### src/i2c_slave_defines.svh
// constants for the two-wire slave port
`ifndef I2C_SLAVE_DEFINES_SVH
`define I2C_SLAVE_DEFINES_SVH
`define MODE_7BIT       4'h6
`define MODE_10BIT      4'h7
`define MODE_7BIT_SP    4'he
`define MODE_10BIT_SP   4'hf
`define TENBIT_HI_TAG   5'h1e
`define BITS_DATA       4'h8
`define BITS_ACK        4'h9
`define BITS_ZERO       4'h0
`define BYTE_ZERO       8'h00
`define BYTE_ONE        8'h01
`endif

### src/i2c_slave_pkg.sv
// types shared by the two-wire slave port
package i2c_slave_pkg;
   typedef enum logic [2:0] {
      st_idle,
      st_addr_hi,
      st_addr_lo,
      st_rx,
      st_tx
   } state_t;

   typedef struct packed {
      state_t     st;
      state_t     st_next;
      logic [3:0] bits;
      logic [7:0] shreg;
      logic [7:0] tx_buf;
      logic       tx_ready;
      logic       tx_need;
      logic       scl_q;
      logic       sda_q;
      logic       low_seen;
      logic       rw;
      logic       prior_match;
      logic       sda_drive;
      logic       scl_hold;
      logic       ack_hw;
      logic       ack_ok;
      logic [7:0] data_buffer;
      logic       bf;
      logic       ov;
      logic       int_flag;
      logic       ack_status;
      logic       ack_time;
      logic       start_seen;
      logic       stop_seen;
      logic       collision;
      logic       bus_active;
   } core_t;
endpackage : i2c_slave_pkg

### src/addr_match.sv
// address comparator: 7-bit, 10-bit high and 10-bit low byte
`include "i2c_slave_defines.svh"
module addr_match (
   // received byte and phase
   input  wire logic [7:0] rx_byte,
   input  wire logic       tenbit,
   input  wire logic       low_byte,
   // own address and mask
   input  wire logic [7:0] own_address,
   input  wire logic [7:0] address_mask,
   // result
   output logic            hit
);
   logic [7:0] care;

   always_comb begin
      care = address_mask;
      if (!low_byte) begin
         care[0] = 1'b0;
      end
      if (tenbit && !low_byte) begin
         // high byte carries the r/w bit in bit 0
         hit = (rx_byte[7:3] == `TENBIT_HI_TAG) &&
               (rx_byte[2:1] == own_address[2:1]);
      end else begin
         // zero mask bit is don't-care
         hit = ((rx_byte ^ own_address) & care) == `BYTE_ZERO;
      end
   end
endmodule : addr_match

### src/i2c_slave.sv
// two-wire slave: conditions, acknowledge slot and address matching
//
// Contract
// - SDA falling while SCL high is Start.
// - Start seen while we pull SDA: collision.
// - SDA rising while SCL high is Stop.
// - Stop only after an SCL low period.
// - Restart accepted like Start, resets slave.
// - 10-bit prior-match flag kept until cleared.
// - start/stop enables add condition interrupts.
// - ninth pulse is acknowledge, transmitter releases.
// - ninth-pulse SDA level stored as ack status; code stores it only in st_tx.
// - hold enables: software ack value used.
// - no hold enables: hardware acknowledges.
// - full buffer or overflow withholds acknowledge.
// - ack time flag after eighth fall, holds.
// - four slave modes, 7/10-bit, with interrupts.
// - interrupt modes flag Start, Restart, Stop.
// - matched address copied to buffer, interrupt.
// - mismatch returns idle, nothing flagged.
// - address mask applies to matching.
// - 7-bit mode ignores address bit zero.
// - SDA low when expecting high: collision.
// - read streams bytes until nack, Restart or Stop.
// - 10-bit high byte is 11110 A9 A8.
`include "i2c_slave_defines.svh"
module i2c_slave
   import i2c_slave_pkg::*;
(
   // clock and reset
   input  wire logic       mclk,
   input  wire logic       reset,
   // bus pins
   input  wire logic       scl_in,
   output logic            scl_out,
   output logic            scl_oe_n,
   input  wire logic       sda_in,
   output logic            sda_out,
   output logic            sda_oe_n,
   // configuration
   input  wire logic [3:0] port_mode_field,
   input  wire logic [7:0] own_address,
   input  wire logic [7:0] address_mask,
   input  wire logic       address_hold_enable,
   input  wire logic       data_hold_enable,
   input  wire logic       ack_data_value,
   input  wire logic       start_int_enable,
   input  wire logic       stop_int_enable,
   // software strobes
   input  wire logic       buffer_read,
   input  wire logic       int_clear,
   input  wire logic       overflow_clear,
   input  wire logic       collision_clear,
   input  wire logic       release_clock,
   input  wire logic       tx_load,
   input  wire logic [7:0] tx_data,
   // status
   output logic [7:0]      data_buffer,
   output logic            buffer_full_flag,
   output logic            receive_overflow_flag,
   output logic            serial_int_flag,
   output logic            ack_status_bit,
   output logic            ack_time_flag,
   output logic            start_seen,
   output logic            stop_seen,
   output logic            bus_collision,
   output logic            read_mode,
   output logic            prior_match,
   output logic            bus_active
);
   core_t r;
   core_t n;
   logic  scl;
   logic  sda;
   logic  hit;
   logic  scl_rise;
   logic  scl_fall;
   logic  start_cond;
   logic  stop_cond;
   logic  tenbit;
   logic  sp_mode;
   logic  slave_on;
   logic  full;
   logic  hold_en;

   line_sync u_scl_sync (
      .mclk       (mclk),
      .reset      (reset),
      .line_in    (scl_in),
      .line_level (scl)
   );

   line_sync u_sda_sync (
      .mclk       (mclk),
      .reset      (reset),
      .line_in    (sda_in),
      .line_level (sda)
   );

   addr_match u_match (
      .rx_byte      (r.shreg),
      .tenbit       (tenbit),
      .low_byte     (r.st == st_addr_lo),
      .own_address  (own_address),
      .address_mask (address_mask),
      .hit          (hit)
   );

   // mode decode
   assign tenbit   = (port_mode_field == `MODE_10BIT) ||
                     (port_mode_field == `MODE_10BIT_SP);
   assign sp_mode  = (port_mode_field == `MODE_7BIT_SP) ||
                     (port_mode_field == `MODE_10BIT_SP);
   assign slave_on = tenbit || sp_mode ||
                     (port_mode_field == `MODE_7BIT);

   // edges on the synchronised levels
   assign scl_rise   = scl && !r.scl_q;
   assign scl_fall   = !scl && r.scl_q;
   assign start_cond = scl && r.scl_q && !sda && r.sda_q;
   assign stop_cond  = scl && r.scl_q && sda && !r.sda_q;
   assign full       = r.bf || r.ov;
   assign hold_en    = (r.st == st_rx) ? data_hold_enable
                                       : address_hold_enable;

   always_comb begin
      n       = r;
      n.scl_q = scl;
      n.sda_q = sda;

      // software clears first so a hardware set in the same cycle wins
      if (buffer_read) begin
         n.bf = 1'b0;
      end
      if (int_clear) begin
         n.int_flag = 1'b0;
      end
      if (overflow_clear) begin
         n.ov = 1'b0;
      end
      if (collision_clear) begin
         n.collision = 1'b0;
      end
      if (tx_load) begin
         n.tx_buf   = tx_data;
         n.tx_ready = 1'b1;
      end
      // a read keeps the clock held until its byte is loaded
      if (release_clock && !(r.st == st_tx && r.tx_need)) begin
         n.scl_hold = 1'b0;
         if (r.ack_time) begin
            // late software decision takes over the slot
            n.ack_ok    = r.ack_hw && !ack_data_value;
            n.sda_drive = r.ack_hw && !ack_data_value;
         end
      end
      // next transmit byte arrives while the clock is held
      if (r.tx_need && r.tx_ready && r.st == st_tx) begin
         n.shreg     = r.tx_buf;
         n.sda_drive = !r.tx_buf[7];
         n.tx_ready  = 1'b0;
         n.tx_need   = 1'b0;
      end
      // release a cycle after sda settles, never together with it
      if (r.st == st_tx && r.scl_hold && !r.tx_need) begin
         n.scl_hold = 1'b0;
      end

      if (!slave_on) begin
         n.st        = st_idle;
         n.sda_drive = 1'b0;
         n.scl_hold  = 1'b0;
         n.ack_time  = 1'b0;
      end else if (start_cond) begin
         // start and restart both reset the byte logic
         if (r.sda_drive) begin
            n.collision = 1'b1;
         end
         n.st         = st_addr_hi;
         n.bits       = `BITS_ZERO;
         n.low_seen   = 1'b0;
         n.bus_active = 1'b1;
         n.start_seen = 1'b1;
         n.stop_seen  = 1'b0;
         n.sda_drive  = 1'b0;
         n.scl_hold   = 1'b0;
         n.ack_time   = 1'b0;
         n.tx_need    = 1'b0;
         if (sp_mode || start_int_enable) begin
            n.int_flag = 1'b1;
         end
      end else if (stop_cond && r.low_seen) begin
         n.st          = st_idle;
         n.bus_active  = 1'b0;
         n.stop_seen   = 1'b1;
         n.start_seen  = 1'b0;
         n.prior_match = 1'b0;
         n.sda_drive   = 1'b0;
         n.scl_hold    = 1'b0;
         n.ack_time    = 1'b0;
         n.tx_need     = 1'b0;
         if (sp_mode || stop_int_enable) begin
            n.int_flag = 1'b1;
         end
      end else begin
         if (scl_fall) begin
            n.low_seen = 1'b1;
         end

         // rising edge: sample data or the master's acknowledge
         if (scl_rise && r.st != st_idle) begin
            n.bits = r.bits + 4'h1;
            if (r.bits < `BITS_DATA) begin
               n.shreg = {r.shreg[6:0], sda};
               if (r.st == st_tx && !r.sda_drive && !sda) begin
                  // lost the line while sending a one
                  n.collision = 1'b1;
                  n.st        = st_idle;
               end
            end else if (r.st == st_tx) begin
               n.ack_status = sda;
               if (sda) begin
                  // nack ends the read, wait for next start
                  n.st        = st_idle;
                  n.sda_drive = 1'b0;
               end
            end
         end

         // falling edge: shift out, open or close the ack slot
         if (scl_fall && r.st != st_idle) begin
            if (r.st == st_tx && r.bits != `BITS_ZERO &&
                r.bits < `BITS_DATA) begin
               n.sda_drive = !r.shreg[7];
            end else if (r.bits == `BITS_DATA) begin
               if (r.st == st_tx) begin
                  n.sda_drive = 1'b0;
               end else begin
                  n.st_next = st_idle;
                  if (r.st == st_rx) begin
                     n.st_next = st_rx;
                  end else if (r.st == st_addr_lo) begin
                     if (hit) begin
                        n.st_next     = st_rx;
                        n.prior_match = 1'b1;
                     end
                  end else if (tenbit) begin
                     if (!hit || !r.shreg[0]) begin
                        n.prior_match = 1'b0;
                     end
                     if (hit && !r.shreg[0]) begin
                        n.st_next = st_addr_lo;
                     end else if (hit && r.prior_match) begin
                        n.st_next = st_tx;
                     end
                  end else if (hit) begin
                     n.st_next = r.shreg[0] ? st_tx : st_rx;
                  end
                  // only the first address byte carries the r/w bit
                  if (r.st == st_addr_hi) begin
                     n.rw = r.shreg[0];
                  end

                  if (n.st_next == st_idle) begin
                     // silent drop on a mismatch
                     n.st = st_idle;
                  end else begin
                     if (full) begin
                        n.ov = 1'b1;
                     end else begin
                        n.data_buffer = r.shreg;
                        n.bf          = 1'b1;
                     end
                     n.ack_hw = !full;
                     if (hold_en) begin
                        n.ack_ok   = !full && !ack_data_value;
                        n.ack_time = 1'b1;
                        n.int_flag = 1'b1;
                        n.scl_hold = 1'b1;
                     end else begin
                        n.ack_ok = !full;
                     end
                     n.sda_drive = n.ack_ok;
                  end
               end
            end else if (r.bits == `BITS_ACK) begin
               n.bits      = `BITS_ZERO;
               n.sda_drive = 1'b0;
               n.ack_time  = 1'b0;
               if (r.st == st_tx) begin
                  n.int_flag = 1'b1;
                  n.tx_need  = 1'b1;
                  n.scl_hold = 1'b1;
               end else if (!r.ack_ok) begin
                  n.st = st_idle;
               end else begin
                  n.st       = r.st_next;
                  n.int_flag = 1'b1;
                  if (r.st_next == st_tx || r.st_next == st_addr_lo) begin
                     // stretch until data or new address is ready
                     n.tx_need  = (r.st_next == st_tx);
                     n.scl_hold = 1'b1;
                  end
               end
            end
         end
      end
   end

   always_ff @(posedge mclk) begin
      if (reset) begin
         r             <= '0;
         r.st          <= st_idle;
         r.st_next     <= st_idle;
         r.scl_q       <= 1'b1;
         r.sda_q       <= 1'b1;
         r.ack_status  <= 1'b1;
      end else begin
         r <= n;
      end
   end

   // open-drain pins drive low only
   assign scl_out               = 1'b0;
   assign sda_out               = 1'b0;
   assign scl_oe_n              = !r.scl_hold;
   assign sda_oe_n              = !r.sda_drive;
   assign data_buffer           = r.data_buffer;
   assign buffer_full_flag      = r.bf;
   assign receive_overflow_flag = r.ov;
   assign serial_int_flag       = r.int_flag;
   assign ack_status_bit        = r.ack_status;
   assign ack_time_flag         = r.ack_time;
   assign start_seen            = r.start_seen;
   assign stop_seen             = r.stop_seen;
   assign bus_collision         = r.collision;
   assign read_mode             = r.rw;
   assign prior_match           = r.prior_match;
   assign bus_active            = r.bus_active;
endmodule : i2c_slave

### src/line_sync.sv
// three-stage synchroniser with agreement filter for one bus line
module line_sync (
   // clock and reset
   input  wire logic mclk,
   input  wire logic reset,
   // line
   input  wire logic line_in,
   output logic      line_level
);
   logic [2:0] ff_r;
   logic       level_r;

   // first stage is read only by the second
   always_ff @(posedge mclk) begin
      if (reset) begin
         ff_r    <= 3'h7;
         level_r <= 1'b1;
      end else begin
         ff_r <= {ff_r[1:0], line_in};
         if (ff_r[1] == ff_r[2]) begin
            level_r <= ff_r[2];
         end
      end
   end

   assign line_level = level_r;
endmodule : line_sync
### config.mk
export PLATFORM = sky130hd
export DESIGN_NAME = i2c_slave
export DESIGN_NICKNAME = d
export VERILOG_FILES = /design/src/i2c_slave_pkg.sv /design/src/addr_match.sv /design/src/i2c_slave.sv /design/src/line_sync.sv
export VERILOG_INCLUDE_DIRS = /design/src
export SDC_FILE = /design/constraint.sdc
export NUM_CORES = 1
export LEC_CHECK = 0
export BUFFER_PORTS_ARGS = -buffer_cell sky130_fd_sc_hd__buf_4
export CORE_MARGIN = 4
export CORE_UTILIZATION = 36
export DETAILED_ROUTE_END_ITERATION = 8
export SLEW_MARGIN = 20
export SYNTH_ARGS = -nofsm -noshare
export SYNTH_HDL_FRONTEND = slang
export SYNTH_SLANG_ARGS = --single-unit
### constraint.sdc
create_clock -name mclk -period 2.19 [get_ports mclk]
set_clock_uncertainty 0.2 [all_clocks]
set_input_delay 0.3285 -clock mclk [delete_from_list [all_inputs] [get_ports mclk]]
set_output_delay 0.3285 -clock mclk [all_outputs]
set_load 0.03 [all_outputs]
## Word-level counts from Yosys, hierarchy flattened

Index checks and enable logic that the tools add are counted.

- Multiplexer cells: 143
- Order comparisons: 1
- Bitwise operators: 8
- Reduce and logical (&&, ||, !) cells: 74
- Equality and inequality tests: 27
- Add/subtract/negate cells: 1

Operator list:

| cell | count |
|---|---|
| 14-bit two-way mux | 8 |
| 3-bit two-way mux | 29 |
| 15-bit two-way mux | 5 |
| 1-bit two-way mux | 73 |
| 8-bit two-way mux | 4 |
| 1-bit logical AND | 26 |
| 12-bit two-way mux | 2 |
| 11-bit two-way mux | 2 |
| 7-bit != test (second input constant) | 3 |
| 10-bit two-way mux | 2 |
| 2-bit two-way mux | 10 |
| 17-bit two-way mux | 1 |
| 4-bit == test (second input constant) | 4 |
| 4-bit two-way mux | 4 |
| 8-bit AND reduction | 2 |
| 1-bit zero test | 15 |
| 2-bit != test (second input constant) | 7 |
| 13-bit two-way mux | 1 |
| 6-bit AND reduction | 2 |
| 10-bit AND reduction | 1 |
| 2-bit nonzero test | 5 |
| 3-bit by 2-bit == test with 1-bit output (second input constant) | 3 |
| 1-bit logical OR | 9 |
| 9-bit two-way mux | 1 |
| 23 further kinds | 35 |

- Logic and storage cells: 285
- Bits in registers: 62
- Output and inout port bits: 23

## Longest topological paths before layout

- Word-level depth: 36
- Depth in mapped cells: 10

## Modules after synthesis

From an unflattened synthesis, not the netlist that was laid out.

- Cell total of the unflattened synthesis: 367
- Area total of the unflattened synthesis: 3269.4 um^2

Modules (own cells, without submodules):

| module | area each (um^2) | cells each | instances |
|---|---|---|---|
| i2c_slave | 2894.0 | 327 | 1 |
| line_sync | 115.1 | 10 | 2 |
| addr_match | 145.1 | 20 | 1 |

## Worst setup path before layout

No wires, ideal clock.

- Path type: flip-flop to flip-flop
- Start: reg u_sda_sync.level_r (netlist: u_sda_sync.line_level)
- End: reg r (netlist bit data_buffer[7])
- Data required time: 1862 ps
- Slack: -120 ps
- Library setup time: 128 ps
- Path buffers: 3
- Period minus slack after synthesis: 2310 ps
- Stages on the path, launching flop included: 11
- Data arrival time: 1982 ps
- Path through: dfxtp_1 > buf_2 > and4b_1 > clkbuf_1 > nor2_1 > nand2_1 > nor3_1 > o311ai_1 > buf_2 > mux2i_1 > nor2_1

- Cells in the longest elaborated chain, start to end: 5

Ends and longest elaborated chain:

| element | line | RTL |
|---|---|---|
| from (decl) | line_sync.sv:11 | `logic level_r;` |
| from (signal assigned) | line_sync.sv:21 | `level_r <= ff_r[2];` |
| 1-bit zero test or 1-bit logical AND (tied branches) | i2c_slave.sv:120, i2c_slave.sv:121 |  |
| 1-bit logical AND (on tied branches) | i2c_slave.sv:120, i2c_slave.sv:121 |  |
| 1-bit logical AND (on tied branches) | i2c_slave.sv:120, i2c_slave.sv:192 |  |
| 7-bit != test (no line) or 1-bit NOT (tied branches) | n/a |  |
| 9-bit AND reduction (no line) * | n/a |  |
| to (signal assigned) | i2c_slave.sv:319 | `r <= n;` |
| to (decl) | i2c_slave.sv:71 | `core_t r;` |

Mark *: on every way between the ends. The rest lies on a longest branch, timed or not.
A chain may end at the register's enable or synchronous reset.

## Worst setup path after layout

- Start: reg r[52] in the netlist's numbering
- End: reg r[19] in the netlist's numbering

- Cells in the longest elaborated chain, start to end: 33

Ends and longest elaborated chain:

| element | line | RTL |
|---|---|---|
| 3-bit by 2-bit == test with 1-bit output | i2c_slave.sv:103, i2c_slave.sv:242 |  |
| 1-bit two-way mux | addr_match.sv:18 | `if (!low_byte) begin` |
| 8-bit bitwise AND | addr_match.sv:27 | `` hit = ((rx_byte ^ own_address) & care) == `BYTE_ZERO; `` |
| 8-bit zero test (no line) | n/a |  |
| 1-bit two-way mux | addr_match.sv:21 | `if (tenbit && !low_byte) begin` |
| 1-bit logical AND | i2c_slave.sv:253 | `end else if (hit && r.prior_match) begin` |
| 3-bit two-way mux | i2c_slave.sv:253 |  |
| 3-bit two-way mux | i2c_slave.sv:251 | `if (hit && !r.shreg[0]) begin` |
| [... 17 more ...] | n/a |  |
| 14-bit two-way mux | i2c_slave.sv:232 | `` if (r.st == st_tx && r.bits != `BITS_ZERO && `` |
| 14-bit two-way mux | i2c_slave.sv:231 | `if (scl_fall && r.st != st_idle) begin` |
| 14-bit two-way mux | i2c_slave.sv:192 | `end else if (stop_cond && r.low_seen) begin` |
| 14-bit two-way mux | i2c_slave.sv:174 | `end else if (start_cond) begin` |
| 14-bit two-way mux | i2c_slave.sv:169 | `if (!slave_on) begin` |
| 2-bit two-way mux | i2c_slave.sv:235 | `` end else if (r.bits == `BITS_DATA) begin `` |
| 14-bit two-way mux | i2c_slave.sv:232 |  |
| 17-bit two-way mux * | i2c_slave.sv:231 |  |

Mark *: on every way between the ends. The rest lies on a longest branch, timed or not. The select of a mux whose other input is x is not followed.

==> results.md <==
* Status: complete, but fails checks
* Failing checks: negative setup slack
* Period utilisation layout at 1.13
* Worst Hold Slack at between 10 and 15 ps
* Total GRT Usage at 0.190
* Clock sink total at just over 60
* Final Setup Violations at 22
* Layout Cells excl Fill at around 600
* Design area at between 0.004 and 0.005 mm2
* Multi-input logic area at 0.00188 mm2
* Number of max-cap violations at 0
* # port buffers at between 60 and 70
* Clock Path Buffers at 2
* First-pass GRT wire length at 15,100 um
* WS Path Type: reg -> reg
* F_max at between 0.4 and 0.5 GHz
* Synth top area share at 0.392
* Pint at roughly 0.002 W
* Switching share of power at 0.232
* RSZ-0062 raised after global routing: true
* Area contributors post-synth: dfxtp_1, nor2_1, mux2i_1
* Die width at a little over 100 um
* Fillers at 789
* Share of cells above drive strength 1 at 0.352
* Yosys warns at 0
* Sequential area share after synthesis at 0.392
* Worst setup EP type: flip-flop
* CTS buffer count at 9
* Post-detail-place hpwl at ~6900 um
* Data required time of the worst path at 2280 ps
* Vias in the first global route at a little over 3,000
* Worst min path class: in -> reg
* Mapped Area at 0.00311 mm2
* Max VDD drop at just over 0.0004 V
* Ys async rst share at 0
* Sequential standard cell area at around 0.0012 mm2
* Cell variety after synth at 57
* Synthesized netlist cell count at between 300 and 400
* Starting Density at 0.375
* Min cycle time layout at between 2000 and 2500 ps
* Global route overflow at 0
* Post-synth EDFFs at 0
* Worst Path Arrival at approximately 2600 ps
* Fin nets at approximately 530
* Drc violations at 0
* Final WL at ~9400 um
* Switching pwr at between 0.0006 and 0.0007 W
* Placed Instances at 573
* Pre-Repair DR Iteration Count at 6
* Comb pwr share at 0.078
* Die area at roughly 0.010 mm2
* Routed vias at between 3,000 and 4,000
* Setup WS post-layout at -292 ps
* Drt via density at 5.28
* Placer Congestion at 0.872
* CP Launch Type: flip-flop
* Pre-CTS setup slack at -208 ps
* CTS tree: yes
* Clock-pin slew on the worst setup and hold paths at roughly 80 ps
* Root Buffer: clkbuf_8
* Sequential power share at 0.438
* H-tree depth at 3
* IO Count at 66
* DRT antenna net count at 0
* Top_reg_cell synth: dfxtp_1
* Post-DP Area at roughly 0.0040 mm2
* P&R area growth vs syn at 43.1%
* Clock share of power at 0.485
* Leakage at approximately 1.9 nW
* Clock latency on the worst-skew pair at approximately 350 ps
* Core Area at just over 0.008 mm2
* Final Max Tran Viols at 0
* Fin. Hold Viols at 0
* Drt first-iter violations at 173
* Wire length per cell at 15.8 um
* Antenna fix cells at 0
* Final core occ at 0.537
* Largest net degree at the start of global routing at 34
* Die Ht at just over 100 um
* Row cnt at 33
* Pwr per Cell Area at approximately 580 mW/mm2
* CP max FO at 7
* Synth Area per Inst at between 8 and 9 um2
* Antenna violations before repair at 0
* Seq cells post-synth at between 60 and 70
* Post-synth top area cell: dfxtp_1
## Yosys cell counts, types with 2 or more instances
cell type / n
a211oi_1: 2
a21oi_1: 18
a311oi_1: 10
a31oi_1: 6
and2_1: 4
and3_1: 3
buf_2: 2
buf_4: 11
clkbuf_1: 13
dfxtp_1: 61
ha_1: 3
inv_1: 11
mux2i_1: 19
nand2_1: 42
nand2b_1: 6
nand3_1: 10
nand4_1: 4
nor2_1: 53
nor2b_1: 4
nor3_1: 8
nor3b_1: 4
nor4_1: 2
nor4b_1: 2
o211ai_1: 2
o21a_1: 4
o21ai_0: 18
o2bb2ai_1: 2
or2_2: 8
or3_1: 7
or3b_1: 3
or4_1: 2
xnor2_1: 2
xor2_1: 10
## cell usage in the layout, fill, tap and decap left out, types with 3 or more instances in the layout
master	count
nand2b_1	5
a21oi_2	4
bufinv_16	3
dlygate4sd3_1	3
buf_4	115
and2_1	4
a311oi_1	10
a21oi_1	14
nand3_1	8
dfxtp_1	59
a31oi_1	6
nor3_1	6
nand4_1	4
o21ai_0	15
mux2i_1	19
nor3b_1	3
buf_6	3
inv_1	11
ha_1	3
nor2b_1	4
clkinv_4	3
clkbuf_8	9
nand2_1	42
nor2_1	51
or2_2	8
o21a_1	4
or3b_4	3
or3_1	6
xor2_1	10
## path summary, 6_finish.rpt
check,start,endpoint,slack [ps],cells after the start
hold / removal,tx_data[7],r[35]$_SDFFE_PP0P_,10,3
hold reg to reg,u_scl_sync.ff_r[0]$_SDFF_PP1_,u_scl_sync.ff_r[1]$_SDFF_PP1_,210,1
setup / recovery,r[52]$_SDFF_PP0_,r[19]$_SDFF_PP0_,-290,8
setup reg to reg,r[52]$_SDFF_PP0_,r[19]$_SDFF_PP0_,-290,8
## critical path, cell delays in order, from the launching register on
cell	delay (ps)
dfxtp_4	360
or3b_4	380
a222oi_1	300
nand2_1	170
o31ai_4	290
buf_6	160
nor3_4	60
or3_4	390
a21oi_2	120
## kinds of logic after synthesis
| family | count (synthesis) | share of synthesized area |
|---|---|---|
| AOI/OAI and AO/OA | 77 | 0.168 |
| xor gates and xnor gates | 12 | 0.0338 |
| adders and majority gates | 3 | 0.0121 |
| buffers and inverters | 38 | 0.0599 |
| DFF | 61 | 0.392 |
| muxes | 19 | 0.0611 |
| other | 1 | 0.00120 |
| and+or+nand+nor | 169 | 0.271 |
## final cells by class
cell class,count,share of cell area
multi-input cells,282,0.421
flip-flops and latches,61,0.275
repair buffers,121,0.208
well taps,105,0.0295
clock buffers,9,0.0278
clock inverters,7,0.0278
inverters,12,0.0101
## power by group through the flow
| stage | combinational, W | clock, W | sequential [W] |
|---|---|---|---|
| after detailed placement | 0.000185 | 0 | 0.00116 |
| after CTS | 0.000196 | 0.00128 | 0.00113 |
| after global placement | 0.000183 | 0 | 0.00116 |
| final | 0.000201 | 0.00126 | 0.00113 |
| after global routing | 0.000220 | 0.00133 | 0.00113 |
| after floorplan | 0.0000818 | 0 | 0.00116 |
## repair_timing
action                                 CTS  global route
pin swaps                                5            14
hold buffers                             3             0
setup endpoints to repair               23            25
endpoints found under the hold margin    3             0
gates resized for setup                 12            24
setup buffers                            2             2
gates cloned                             0             1
## through the flow
| stage | power, W | setup TNS (ps) |
|---|---|---|
| 6_report | 0.00259 | -4670 |
| 5_1_grt | 0.00268 | -7770 |
| 4_1_cts | 0.00260 | -3070 |
| 3_5_place_dp | 0.00134 | -2990 |
| 3_3_place_gp | 0.00134 | -2440 |
| 2_1_floorplan | 0.00124 | -208 |
## registers in the layout (all words and copies together) (netlist names), 3 cells and up
name	flops
r	35
data_buffer	8
u_scl_sync.ff_r	3
u_sda_sync.ff_r	3
## routing by layer
metal | share of wire | GRT usage | vias to the layer above
met5 | 0 | 0 | -
met4 | 0.018 | 0.0695 | 0
met3 | 0.066 | 0.0304 | 18
met2 | 0.47 | 0.316 | 111
met1 | 0.44 | 0.246 | 1478
li1 | - | - | 1546
(Power assumes the default switching activity.)
